## config.mk

```make
export PLATFORM = sky130hd
export DESIGN_NAME = sdr_rate_ctrl
export DESIGN_NICKNAME = d
export VERILOG_FILES = /design/src/sdr_pkg.sv /design/src/sdr_rate_ctrl.sv
export SDC_FILE = /design/constraint.sdc
export NUM_CORES = 1
export LEC_CHECK = 0
export BUFFER_PORTS_ARGS = -buffer_cell sky130_fd_sc_hd__buf_2
export CAP_MARGIN = 20
export CORE_ASPECT_RATIO = 0.9
export CORE_MARGIN = 2
export CORE_UTILIZATION = 33
export CTS_BUF_LIST = sky130_fd_sc_hd__clkbuf_4 sky130_fd_sc_hd__clkbuf_8 sky130_fd_sc_hd__clkbuf_16
export CTS_CLUSTER_DIAMETER = 50
export DETAILED_ROUTE_END_ITERATION = 10
export GPL_TIMING_DRIVEN = 0
export MAX_ROUTING_LAYER = met4
export PLACE_DENSITY = 0.5
export SYNTH_ARGS = -nofsm -noshare
export SYNTH_HDL_FRONTEND = slang
export SYNTH_SLANG_ARGS = --single-unit
```

## constraint.sdc

```tcl
create_clock -name sys_clk -period 7.08 [get_ports sys_clk]
set_input_delay 0.354 -clock sys_clk [delete_from_list [all_inputs] [get_ports sys_clk]]
set_output_delay 0.354 -clock sys_clk [all_outputs]
set_load 0.005 [all_outputs]
```

## src/sdr_pkg.sv

```systemverilog
// Package for the decimator rate and settling controller
package sdr_pkg;
	// Register byte addresses
	localparam logic [3:0] ADDR_MODE = 4'h0;
	localparam logic [3:0] ADDR_STATUS = 4'h4;
	localparam logic [3:0] ADDR_COUNT = 4'h8;
	localparam logic [3:0] ADDR_CHAN = 4'hc;
	// Mode register field positions
	localparam int FW_LSB = 0;
	localparam int FW_MSB = 9;
	localparam int BIT_DUAL_NOTCH = 10;
	localparam int BIT_ZERO_LAT = 11;
	localparam int BIT_THIRD = 15;
	// Status register field positions
	localparam int BIT_SETTLED = 0;
	localparam int BIT_WORD_BAD = 1;
	localparam int BIT_THIRD_ST = 2;
	localparam int BIT_ZL_ST = 3;
	// Mode register reset value: fourth order, word 96
	localparam logic [15:0] MODE_RESET = 16'h0060;
	// Modulator clocks per unit of the filter word
	localparam int MCLK_PER_WORD = 1024;
	localparam int PERIODS_FOURTH = 4;
	localparam int PERIODS_THIRD = 3;

	typedef struct packed {
		logic third_order_select;
		logic zero_latency;
		logic dual_notch_enable;
		logic [9:0] rate_divider_word;
	} sdr_cfg_s;

	typedef enum logic [1:0] {
		SDR_IDLE,
		SDR_SETTLE,
		SDR_RUN
	} sdr_state_e;
endpackage

```

## src/sdr_rate_ctrl.sv

```systemverilog
// Conversion rate, settling and channel-change control for the sinc decimator
//////////////////////////////////////////////////////////////////////////////
// Operation
// - Fourth order, no zero latency: one result per 1024 times word master clocks.
// - Fourth-order settling lasts four output periods.
// - Fourth order channel change: reset filter, first result after settling, then every period.
// - Fourth order input step never stops the stream; settled data follow later.
// - Mode bit 11 enables zero latency for either order.
// - Zero latency spends full settling on every result, constant conversion time.
// - Fourth order zero latency: one result per 4 times 1024 times word clocks.
// - Zero latency aligned step gives settled results; unaligned gives one unsettled.
// - Order-select bit one picks third order, otherwise fourth order.
// - Third order: one result per 1024 times word clocks, settling three periods.
// - Third order channel change: reset filter, first result after settling, then every period.
// - Third order input step never stops the stream; settled data follow later.
// - Third order zero latency: one result per 3 times 1024 times word clocks.
// - Dual-notch bit changes notches only, never the output data rate.
// - Fourth order, word 480: 10 Hz normally, 2.5 Hz zero latency.
// - Fourth order, word 96: 50 Hz normally, 12.5 Hz zero latency.
// - After reset the fourth-order filter is selected, chop absent.
//
// Implementation choices: strobed register access and the register offsets.
module sdr_rate_ctrl #(
	parameter int WORD_W = 10
) (
	input wire logic sys_clk,
	input wire logic nrst,
	input wire logic [3:0] bus_addr,
	input wire logic [31:0] bus_wdata,
	input wire logic bus_wr,
	input wire logic bus_rd,
	output logic [31:0] bus_rdata,
	input wire logic conv_enable,
	input wire logic channel_change,
	input wire logic input_step,
	output logic result_valid,
	output logic result_settled,
	output logic filter_reset,
	output logic filter_third_order,
	output logic notch_dual,
	output logic decim_tick
);
	timeunit 1ns;
	timeprecision 1ns;
	//////////////////////////////////////////////////////////////////////////
	localparam logic [9:0] MCLK_LAST = 10'(sdr_pkg::MCLK_PER_WORD - 1);
	localparam logic [2:0] P4 = 3'(sdr_pkg::PERIODS_FOURTH);
	localparam logic [2:0] P3 = 3'(sdr_pkg::PERIODS_THIRD);

	logic [15:0] mode_reg;
	sdr_pkg::sdr_cfg_s cfg;
	sdr_pkg::sdr_state_e state_reg;
	logic [9:0] mclk_cnt_reg;
	logic [WORD_W-1:0] word_cnt_reg;
	logic [2:0] period_cnt_reg;
	logic [2:0] unsettled_reg;
	logic [7:0] chan_reg;
	logic [15:0] result_cnt_reg;
	logic [2:0] periods_needed;
	logic word_bad;
	logic period_end;
	logic result_now;
	logic step_mid;

	assign cfg.third_order_select = mode_reg[sdr_pkg::BIT_THIRD];
	assign cfg.zero_latency = mode_reg[sdr_pkg::BIT_ZERO_LAT];
	assign cfg.dual_notch_enable = mode_reg[sdr_pkg::BIT_DUAL_NOTCH];
	assign cfg.rate_divider_word = mode_reg[sdr_pkg::FW_MSB:sdr_pkg::FW_LSB];

	assign word_bad = (cfg.rate_divider_word == 10'h000);
	assign periods_needed = cfg.third_order_select ? P3 : P4;
	// One output period is 1024 times the word in master clocks
	assign period_end = (mclk_cnt_reg == MCLK_LAST) && (word_cnt_reg == WORD_W'(cfg.rate_divider_word - 10'h001));
	assign step_mid = input_step && (mclk_cnt_reg != 10'h000 || word_cnt_reg != '0);
	// Zero latency waits the whole settling per result
	assign result_now = period_end && ((state_reg == sdr_pkg::SDR_RUN && !cfg.zero_latency) ||
		(period_cnt_reg == periods_needed - 3'h1));

	//////////////////////////////////////////////////////////////////////////
	// Mode register; a config write restarts settling via the state machine
	always_ff @(posedge sys_clk or negedge nrst) begin
		if (!nrst) begin
			mode_reg <= sdr_pkg::MODE_RESET;
		end else if (bus_wr && bus_addr == sdr_pkg::ADDR_MODE) begin
			mode_reg <= bus_wdata[15:0];
		end
	end

	always_ff @(posedge sys_clk or negedge nrst) begin
		if (!nrst) begin
			chan_reg <= 8'h00;
		end else if (bus_wr && bus_addr == sdr_pkg::ADDR_CHAN) begin
			chan_reg <= bus_wdata[7:0];
		end
	end

	// Read data valid one cycle after the strobe, zero otherwise
	always_ff @(posedge sys_clk or negedge nrst) begin
		if (!nrst) begin
			bus_rdata <= 32'h0000_0000;
		end else if (bus_rd) begin
			unique case (bus_addr)
				sdr_pkg::ADDR_MODE: bus_rdata <= {16'h0000, mode_reg};
				sdr_pkg::ADDR_STATUS: bus_rdata <= {28'h0000000, cfg.zero_latency, cfg.third_order_select,
					word_bad, result_settled};
				sdr_pkg::ADDR_COUNT: bus_rdata <= {16'h0000, result_cnt_reg};
				sdr_pkg::ADDR_CHAN: bus_rdata <= {24'h000000, chan_reg};
				default: bus_rdata <= 32'h0000_0000;
			endcase
		end else begin
			bus_rdata <= 32'h0000_0000;
		end
	end

	//////////////////////////////////////////////////////////////////////////
	// Sequencer: channel change or mode write restarts settling; channel change resets the filter, a mode write does not
	always_ff @(posedge sys_clk or negedge nrst) begin
		if (!nrst) begin
			state_reg <= sdr_pkg::SDR_IDLE;
		end else if (!conv_enable || word_bad) begin
			state_reg <= sdr_pkg::SDR_IDLE;
		end else if (channel_change || (bus_wr && bus_addr == sdr_pkg::ADDR_MODE)) begin
			state_reg <= sdr_pkg::SDR_SETTLE;
		end else begin
			unique case (state_reg)
				sdr_pkg::SDR_IDLE: state_reg <= sdr_pkg::SDR_SETTLE;
				sdr_pkg::SDR_SETTLE: if (result_now) begin
					state_reg <= sdr_pkg::SDR_RUN;
				end
				sdr_pkg::SDR_RUN: state_reg <= sdr_pkg::SDR_RUN;
			endcase
		end
	end

	// Master clock divider, 1024 times word
	always_ff @(posedge sys_clk or negedge nrst) begin
		if (!nrst) begin
			mclk_cnt_reg <= 10'h000;
			word_cnt_reg <= '0;
		end else if (state_reg == sdr_pkg::SDR_IDLE || channel_change || bus_wr && bus_addr == sdr_pkg::ADDR_MODE) begin
			mclk_cnt_reg <= 10'h000;
			word_cnt_reg <= '0;
		end else if (mclk_cnt_reg == MCLK_LAST) begin
			mclk_cnt_reg <= 10'h000;
			word_cnt_reg <= period_end ? '0 : word_cnt_reg + WORD_W'(1);
		end else begin
			mclk_cnt_reg <= mclk_cnt_reg + 10'h001;
		end
	end

	// Period counter spans the settling interval
	always_ff @(posedge sys_clk or negedge nrst) begin
		if (!nrst) begin
			period_cnt_reg <= 3'h0;
		end else if (state_reg == sdr_pkg::SDR_IDLE || channel_change || bus_wr && bus_addr == sdr_pkg::ADDR_MODE) begin
			period_cnt_reg <= 3'h0;
		end else if (period_end) begin
			period_cnt_reg <= (period_cnt_reg == periods_needed - 3'h1) ? 3'h0 : period_cnt_reg + 3'h1;
		end
	end

	// Results after a step counted as unsettled
	always_ff @(posedge sys_clk or negedge nrst) begin
		if (!nrst) begin
			unsettled_reg <= 3'h0;
		end else if (input_step && state_reg == sdr_pkg::SDR_RUN) begin
			// Zero latency: aligned only at the start of a whole conversion
			if (cfg.zero_latency) begin
				unsettled_reg <= (step_mid || period_cnt_reg != 3'h0) ? 3'h1 : 3'h0;
			end else begin
				// Result in progress counts when the step lands mid-period
				unsettled_reg <= step_mid ? periods_needed : periods_needed - 3'h1;
			end
		end else if (result_now && unsettled_reg != 3'h0) begin
			unsettled_reg <= unsettled_reg - 3'h1;
		end
	end

	always_ff @(posedge sys_clk or negedge nrst) begin
		if (!nrst) begin
			result_valid <= 1'b0;
			result_settled <= 1'b0;
			result_cnt_reg <= 16'h0000;
		end else begin
			result_valid <= result_now && state_reg != sdr_pkg::SDR_IDLE;
			if (result_now) begin
				result_settled <= (unsettled_reg == 3'h0);
				result_cnt_reg <= result_cnt_reg + 16'h0001;
			end
		end
	end

	// Filter controls; dual notch alters coefficients, not the rate
	always_ff @(posedge sys_clk or negedge nrst) begin
		if (!nrst) begin
			filter_reset <= 1'b1;
			filter_third_order <= 1'b0;
			notch_dual <= 1'b0;
			decim_tick <= 1'b0;
		end else begin
			filter_reset <= state_reg == sdr_pkg::SDR_IDLE || channel_change;
			filter_third_order <= cfg.third_order_select;
			notch_dual <= cfg.dual_notch_enable;
			// Tick rate follows the word only, not zero latency or order
			decim_tick <= period_end;
		end
	end
endmodule

```

Yosys cells after proc, flatten, opt, wreduce, memory -nomap -nowiden. Index checks and enable logic that the tools add are counted.

Register bits: 106. Bits of input ports: 43. Output and inout bits: 38. Word-level logic and storage cells: 81.

Add/sub/neg operators: 7. Eq/ne operators: 9. Multiplexer cells: 20. Reductions and logical operators: 30.

Operator list (number): case mux 16 bit (4 select lines) (1); two-way mux 10 bit (5); two-way mux 3 bit (8); adder 10 x 1 -> 10 bit (second input constant) (2); nonzero test 10 bit (2); adder 16 x 1 -> 16 bit (second input constant) (1); two-way mux 16 bit (1); == test 10 bit (1); == test 10 bit (second input constant) (1); logical NOT 10 bit (1); subtractor 10 x 1 -> 10 bit (second input constant) (1); logical AND 1 bit (9); == test 4 bit (second input constant) (2); nonzero test 2 bit (4); logical OR 1 bit (7); two-way mux 2 bit (3); case mux 2 bit (3 select lines) (1); nonzero test 3 bit (2); subtractor 3 x 1 -> 3 bit (second input constant) (2); == test 4 x 3 -> 1 bit (second input constant) (1); logical NOT 4 bit (1); != test 4 bit (second input constant) (1); adder 3 x 1 -> 3 bit (second input constant) (1); == test 3 bit (1); 6 further kinds (7).

Longest topological paths before layout.
Depth after elaboration: 9. Mapped depth: 10. Gate-level depth less buffers: 9.

Worst setup path after synthesis. OpenSTA, ideal clock, no wires.

Path kind: reg2reg. Start point: reg mode_reg[0]. End point: reg period_cnt_reg[2]. Library setup time: 0.079 ns. Data arrival time: 2.252 ns. Required time: 7.001 ns. Setup slack: 4.749 ns. Cell stages (with the launch flop): 10. Path buffers: 0. Period minus slack after synthesis: 2.331 ns. Cell sequence: dfrtp_1 -> inv_1 -> ha_1 -> nor3b_2 -> and2_2 -> a311o_1 -> nor3b_4 -> nand3_4 -> or4_1 -> a21oi_1.

Word-level cells in the longest chain between the ends: 4.

Ends and longest elaborated chain: start, declared (RTL line sdr_rate_ctrl.sv:50) `logic [15:0] mode_reg;`; start signal, assigned (RTL line sdr_rate_ctrl.sv:83) `mode_reg <= sdr_pkg::MODE_RESET;`; start signal, assigned (RTL line sdr_rate_ctrl.sv:85) `mode_reg <= bus_wdata[15:0];`; subtractor 10 x 1 -> 10 bit (RTL line sdr_rate_ctrl.sv:73) `assign period_end = (mclk_cnt_reg == MCLK_LAST) && (word_cnt_reg == WORD_W'(cfg.rate_divider_word - 10'h001));`; == test 10 bit (RTL line sdr_rate_ctrl.sv:73); logical AND 1 bit (RTL line sdr_rate_ctrl.sv:73); nonzero test 2 bit (no line); end signal, assigned (RTL line sdr_rate_ctrl.sv:158) `period_cnt_reg <= (period_cnt_reg == periods_needed - 3'h1) ? 3'h0 : period_cnt_reg + 3'h1;`; end, declared (RTL line sdr_rate_ctrl.sv:55) `logic [2:0] period_cnt_reg;`.

No other way between the ends. A chain may end at the register's enable or synchronous reset.

Worst setup path after layout.
Start point: reg mode_reg[0]. End point: reg result_cnt_reg[15].

Word-level cells in the longest chain between the ends: 4.

Ends and longest elaborated chain: subtractor 10 x 1 -> 10 bit (RTL line sdr_rate_ctrl.sv:73); == test 10 bit (RTL line sdr_rate_ctrl.sv:73); logical AND 1 bit (RTL line sdr_rate_ctrl.sv:73); logical AND 1 bit (RTL line sdr_rate_ctrl.sv:76) `assign result_now = period_end && ((state_reg == sdr_pkg::SDR_RUN && !cfg.zero_latency) ||`; end signal, assigned (RTL line sdr_rate_ctrl.sv:188) `result_cnt_reg <= result_cnt_reg + 16'h0001;`; end, declared (RTL line sdr_rate_ctrl.sv:58) `logic [15:0] result_cnt_reg;`.

No other way between the ends.

==> results.yml <==
clocking:
  ctsHoldBuffers: 0
  numCtsBuffers: 9
  cts_tree: "built"
  post_cts_buffers: 0
  clock_latency_ps: 350
  clockRootBuffer: "clkbuf_16"
  ctsHtreeMaxLevel: 3
  cts_resized: 0
  ctsLongestPathBuffers: 2
  clkTransAtPathRegs_ps: 70
  clkSinkCount: 90
grt:
  grt_pass1_vias: 3466
  antenna_found_initial: 0
  grt_overflow: 0
  grt_pass1_wl_mm: 18.25
  grtUsageTotal_pct: 15.85
  grt_max_degree: 51
route:
  routed_wl_mm: 10.79
  ant_nets: 0
  drt-initial-drc-count: 172
  route.detailed.drc: 0
  viasPerCell: 4.723
  num_vias: 3330
  first_pass_iters: 4
  wl_per_cell_um: 15.30
synth:
  async_reset_ff_share_pct: 100.0
  synth_edf_count: 0
  yosysUniqueCellTypes: 60
  synth_area_leaders: "dfrtp_1, mux2_2, xor2_1"
  synth_ff_type: "dfrtp_1"
  synth_most_common_cell: "dfrtp_1"
  syn_avg_cell_area_um2: 10.95
  synth_common_cells: "dfrtp_1, nor2_1, nand2_1"
  ys_seq_elements: 90
  yosysSeqAreaShare_pct: 47.60
  synth_largest_type_area_fraction_pct: 45.93
  yosys_warnings: 0
  synth_top_area_cell: "dfrtp_1"
  synth_area_um2: 4740
  syn-instance-count: 433
run:
  drv_cap: 0
worst_setup_path:
  crit_type: "flip-flop to flip-flop"
  startpoint: "mode_reg[0]"
  cp-end-kind: "flip-flop"
  r2r_slack_ps: 4320
  r2r-end: "result_cnt_reg[15]"
  r2r_start: "mode_reg[0]"
  worstSetupEndpoint: "result_cnt_reg[15]"
  worstPathArrival_ps: 3040
  reg2regPathDepth: 10
  crit_required_ps: 7360
  cp-start-kind: "flip-flop"
  crit_fanout: 10
status:
  status: "finished with violations"
  violations: "hold timing"
timing:
  worst_hold_slack_ps: -7.323
  finClkSkew_ps: 9.146
  max_slew_margin_pct: 36.71
  fin_ws_ps: 4317
  worst_pin_slew_ps: 946.9
  final.min_clock_period_ps: 2763
  period_share_pct: 39.03
  fmax_ghz: 0.3619
  final_max_slew_viol_count: 0
  rsz0062_at_grt: "false"
  setup_viol: 0
  hold_viol_final: 8
  fin_tns_setup_ps: 0
die:
  num_rows: 41
  dieArea_um2: 15340
  die_h_um: 117.7
  io_pins: 81
  core_um2: 14000
  chipWidth_um: 130.3
  start_util_pct: 33.84
placement:
  gp_congestion: 0.8152
  dp.cells: 689
  dpl_cell_area_um2: 5309
  portBuffers: 47
  dp_slack_ps: 4296
  hpwl_mm: 7.970
power_and_ir_drop:
  power.density_nw_per_um2: 245.1
  peakVddDrop_uv: 121.6
  power_mw: 1.382
  p_leak_nw: 2.645
cells_and_area:
  fin_nets: 565
  post_layout_nonfiller_instances: 705
  num_antenna_cells: 0
  finish.utilization_pct: 40.25
  layout-drive-gt1-share_pct: 27.54
  syn_to_final_growth_pct: 18.93
  fillCellCount: 1377
  multi_input_area_um2: 2286
  ff_latch_area_um2: 2256
  fin_area_um2: 5637
hold_path:
  hp-class: "input pin to asynchronous set/reset pin"
==> how the worst min path moves through the flow <==
stage                             from            endpoint  slack (ps)  cells after the start
after floorplan                   nrst        bus_rdata[0]          60                      0
after CTS                         nrst    unsettled_reg[0]           9                      1
after global routing              nrst  filter_third_order          40                      1
after detailed placement          nrst    unsettled_reg[0]         390                      1
final                             nrst    unsettled_reg[0]          -7                      1
after global placement    mode_reg[10]          notch_dual         380                      0
==> final cells by class <==
type | instances | area share [%]
multi-input combinational | 308 | 40.55
sequential | 90 | 40.02
timing repair buffer | 48 | 4.706
clock buffer | 12 | 4.506
tap | 193 | 4.284
buffer | 28 | 3.152
inverter | 22 | 1.465
clock inverter | 4 | 1.310
==> cell usage in the layout, fill, tap and decap left out, types with 3 or more instances in the layout <==
master / count
a22oi_1: 12
clkbuf_16: 9
xor2_1: 28
nand4_1: 11
conb_1: 16
nor4b_1: 3
inv_1: 21
nor4_1: 4
and4_1: 4
o21ai_0: 3
dfstp_2: 3
buf_4: 18
dfrtp_1: 87
buf_2: 47
nor2_1: 39
nor3_2: 7
nand2_1: 33
ha_1: 15
a21oi_1: 9
nand3_1: 17
xnor2_1: 16
clkbuf_1: 9
mux2i_1: 4
nor3_1: 8
mux4_2: 3
and3_1: 9
mux2_2: 28
==> worst max-delay path, cell delays in order (launching register included) <==
cell     delay, ps
dfrtp_1        480
inv_1           90
ha_1           170
nor3b_2        260
and2_2         240
a311o_1        260
nor3b_4        360
nand4_4        200
buf_6          230
nor3_2         210
xor2_1         170
==> logic make-up (layout without fill, tap and decap cells) <==
group                    Yosys count  count (layout)  synth area share (%)
other                              1              16               0.07912
XOR/XNOR                          45              45                 8.474
adder cells (fa/ha/maj)           15              15                 3.960
flip-flops                        90              90                 47.60
AO/OA/AOI/OAI                     39              39                 6.389
AND/OR/NAND/NOR                  158             158                 19.09
buffers and inverters             50             114                 5.491
multiplexers                      35              35                 8.923
==> power breakdown <==
group / switching, mW / internal (mW)
Sequential: 0.0460 / 0.564
Combinational: 0.125 / 0.114
Clock: 0.205 / 0.328
Total: 0.376 / 1.01
==> routing by layer <==
| layer | GRT usage, % | routed length, um | vias to the layer above |
|---|---|---|---|
| met2 | 22.12 | 4712 | 57 |
| li1 | - | - | 1626 |
| met1 | 22.46 | 5428 | 1630 |
| met5 | - | 0 | - |
| met3 | 3.727 | 434 | 17 |
| met4 | 5.578 | 214 | 0 |
Power figures use the tool's default switching activity.
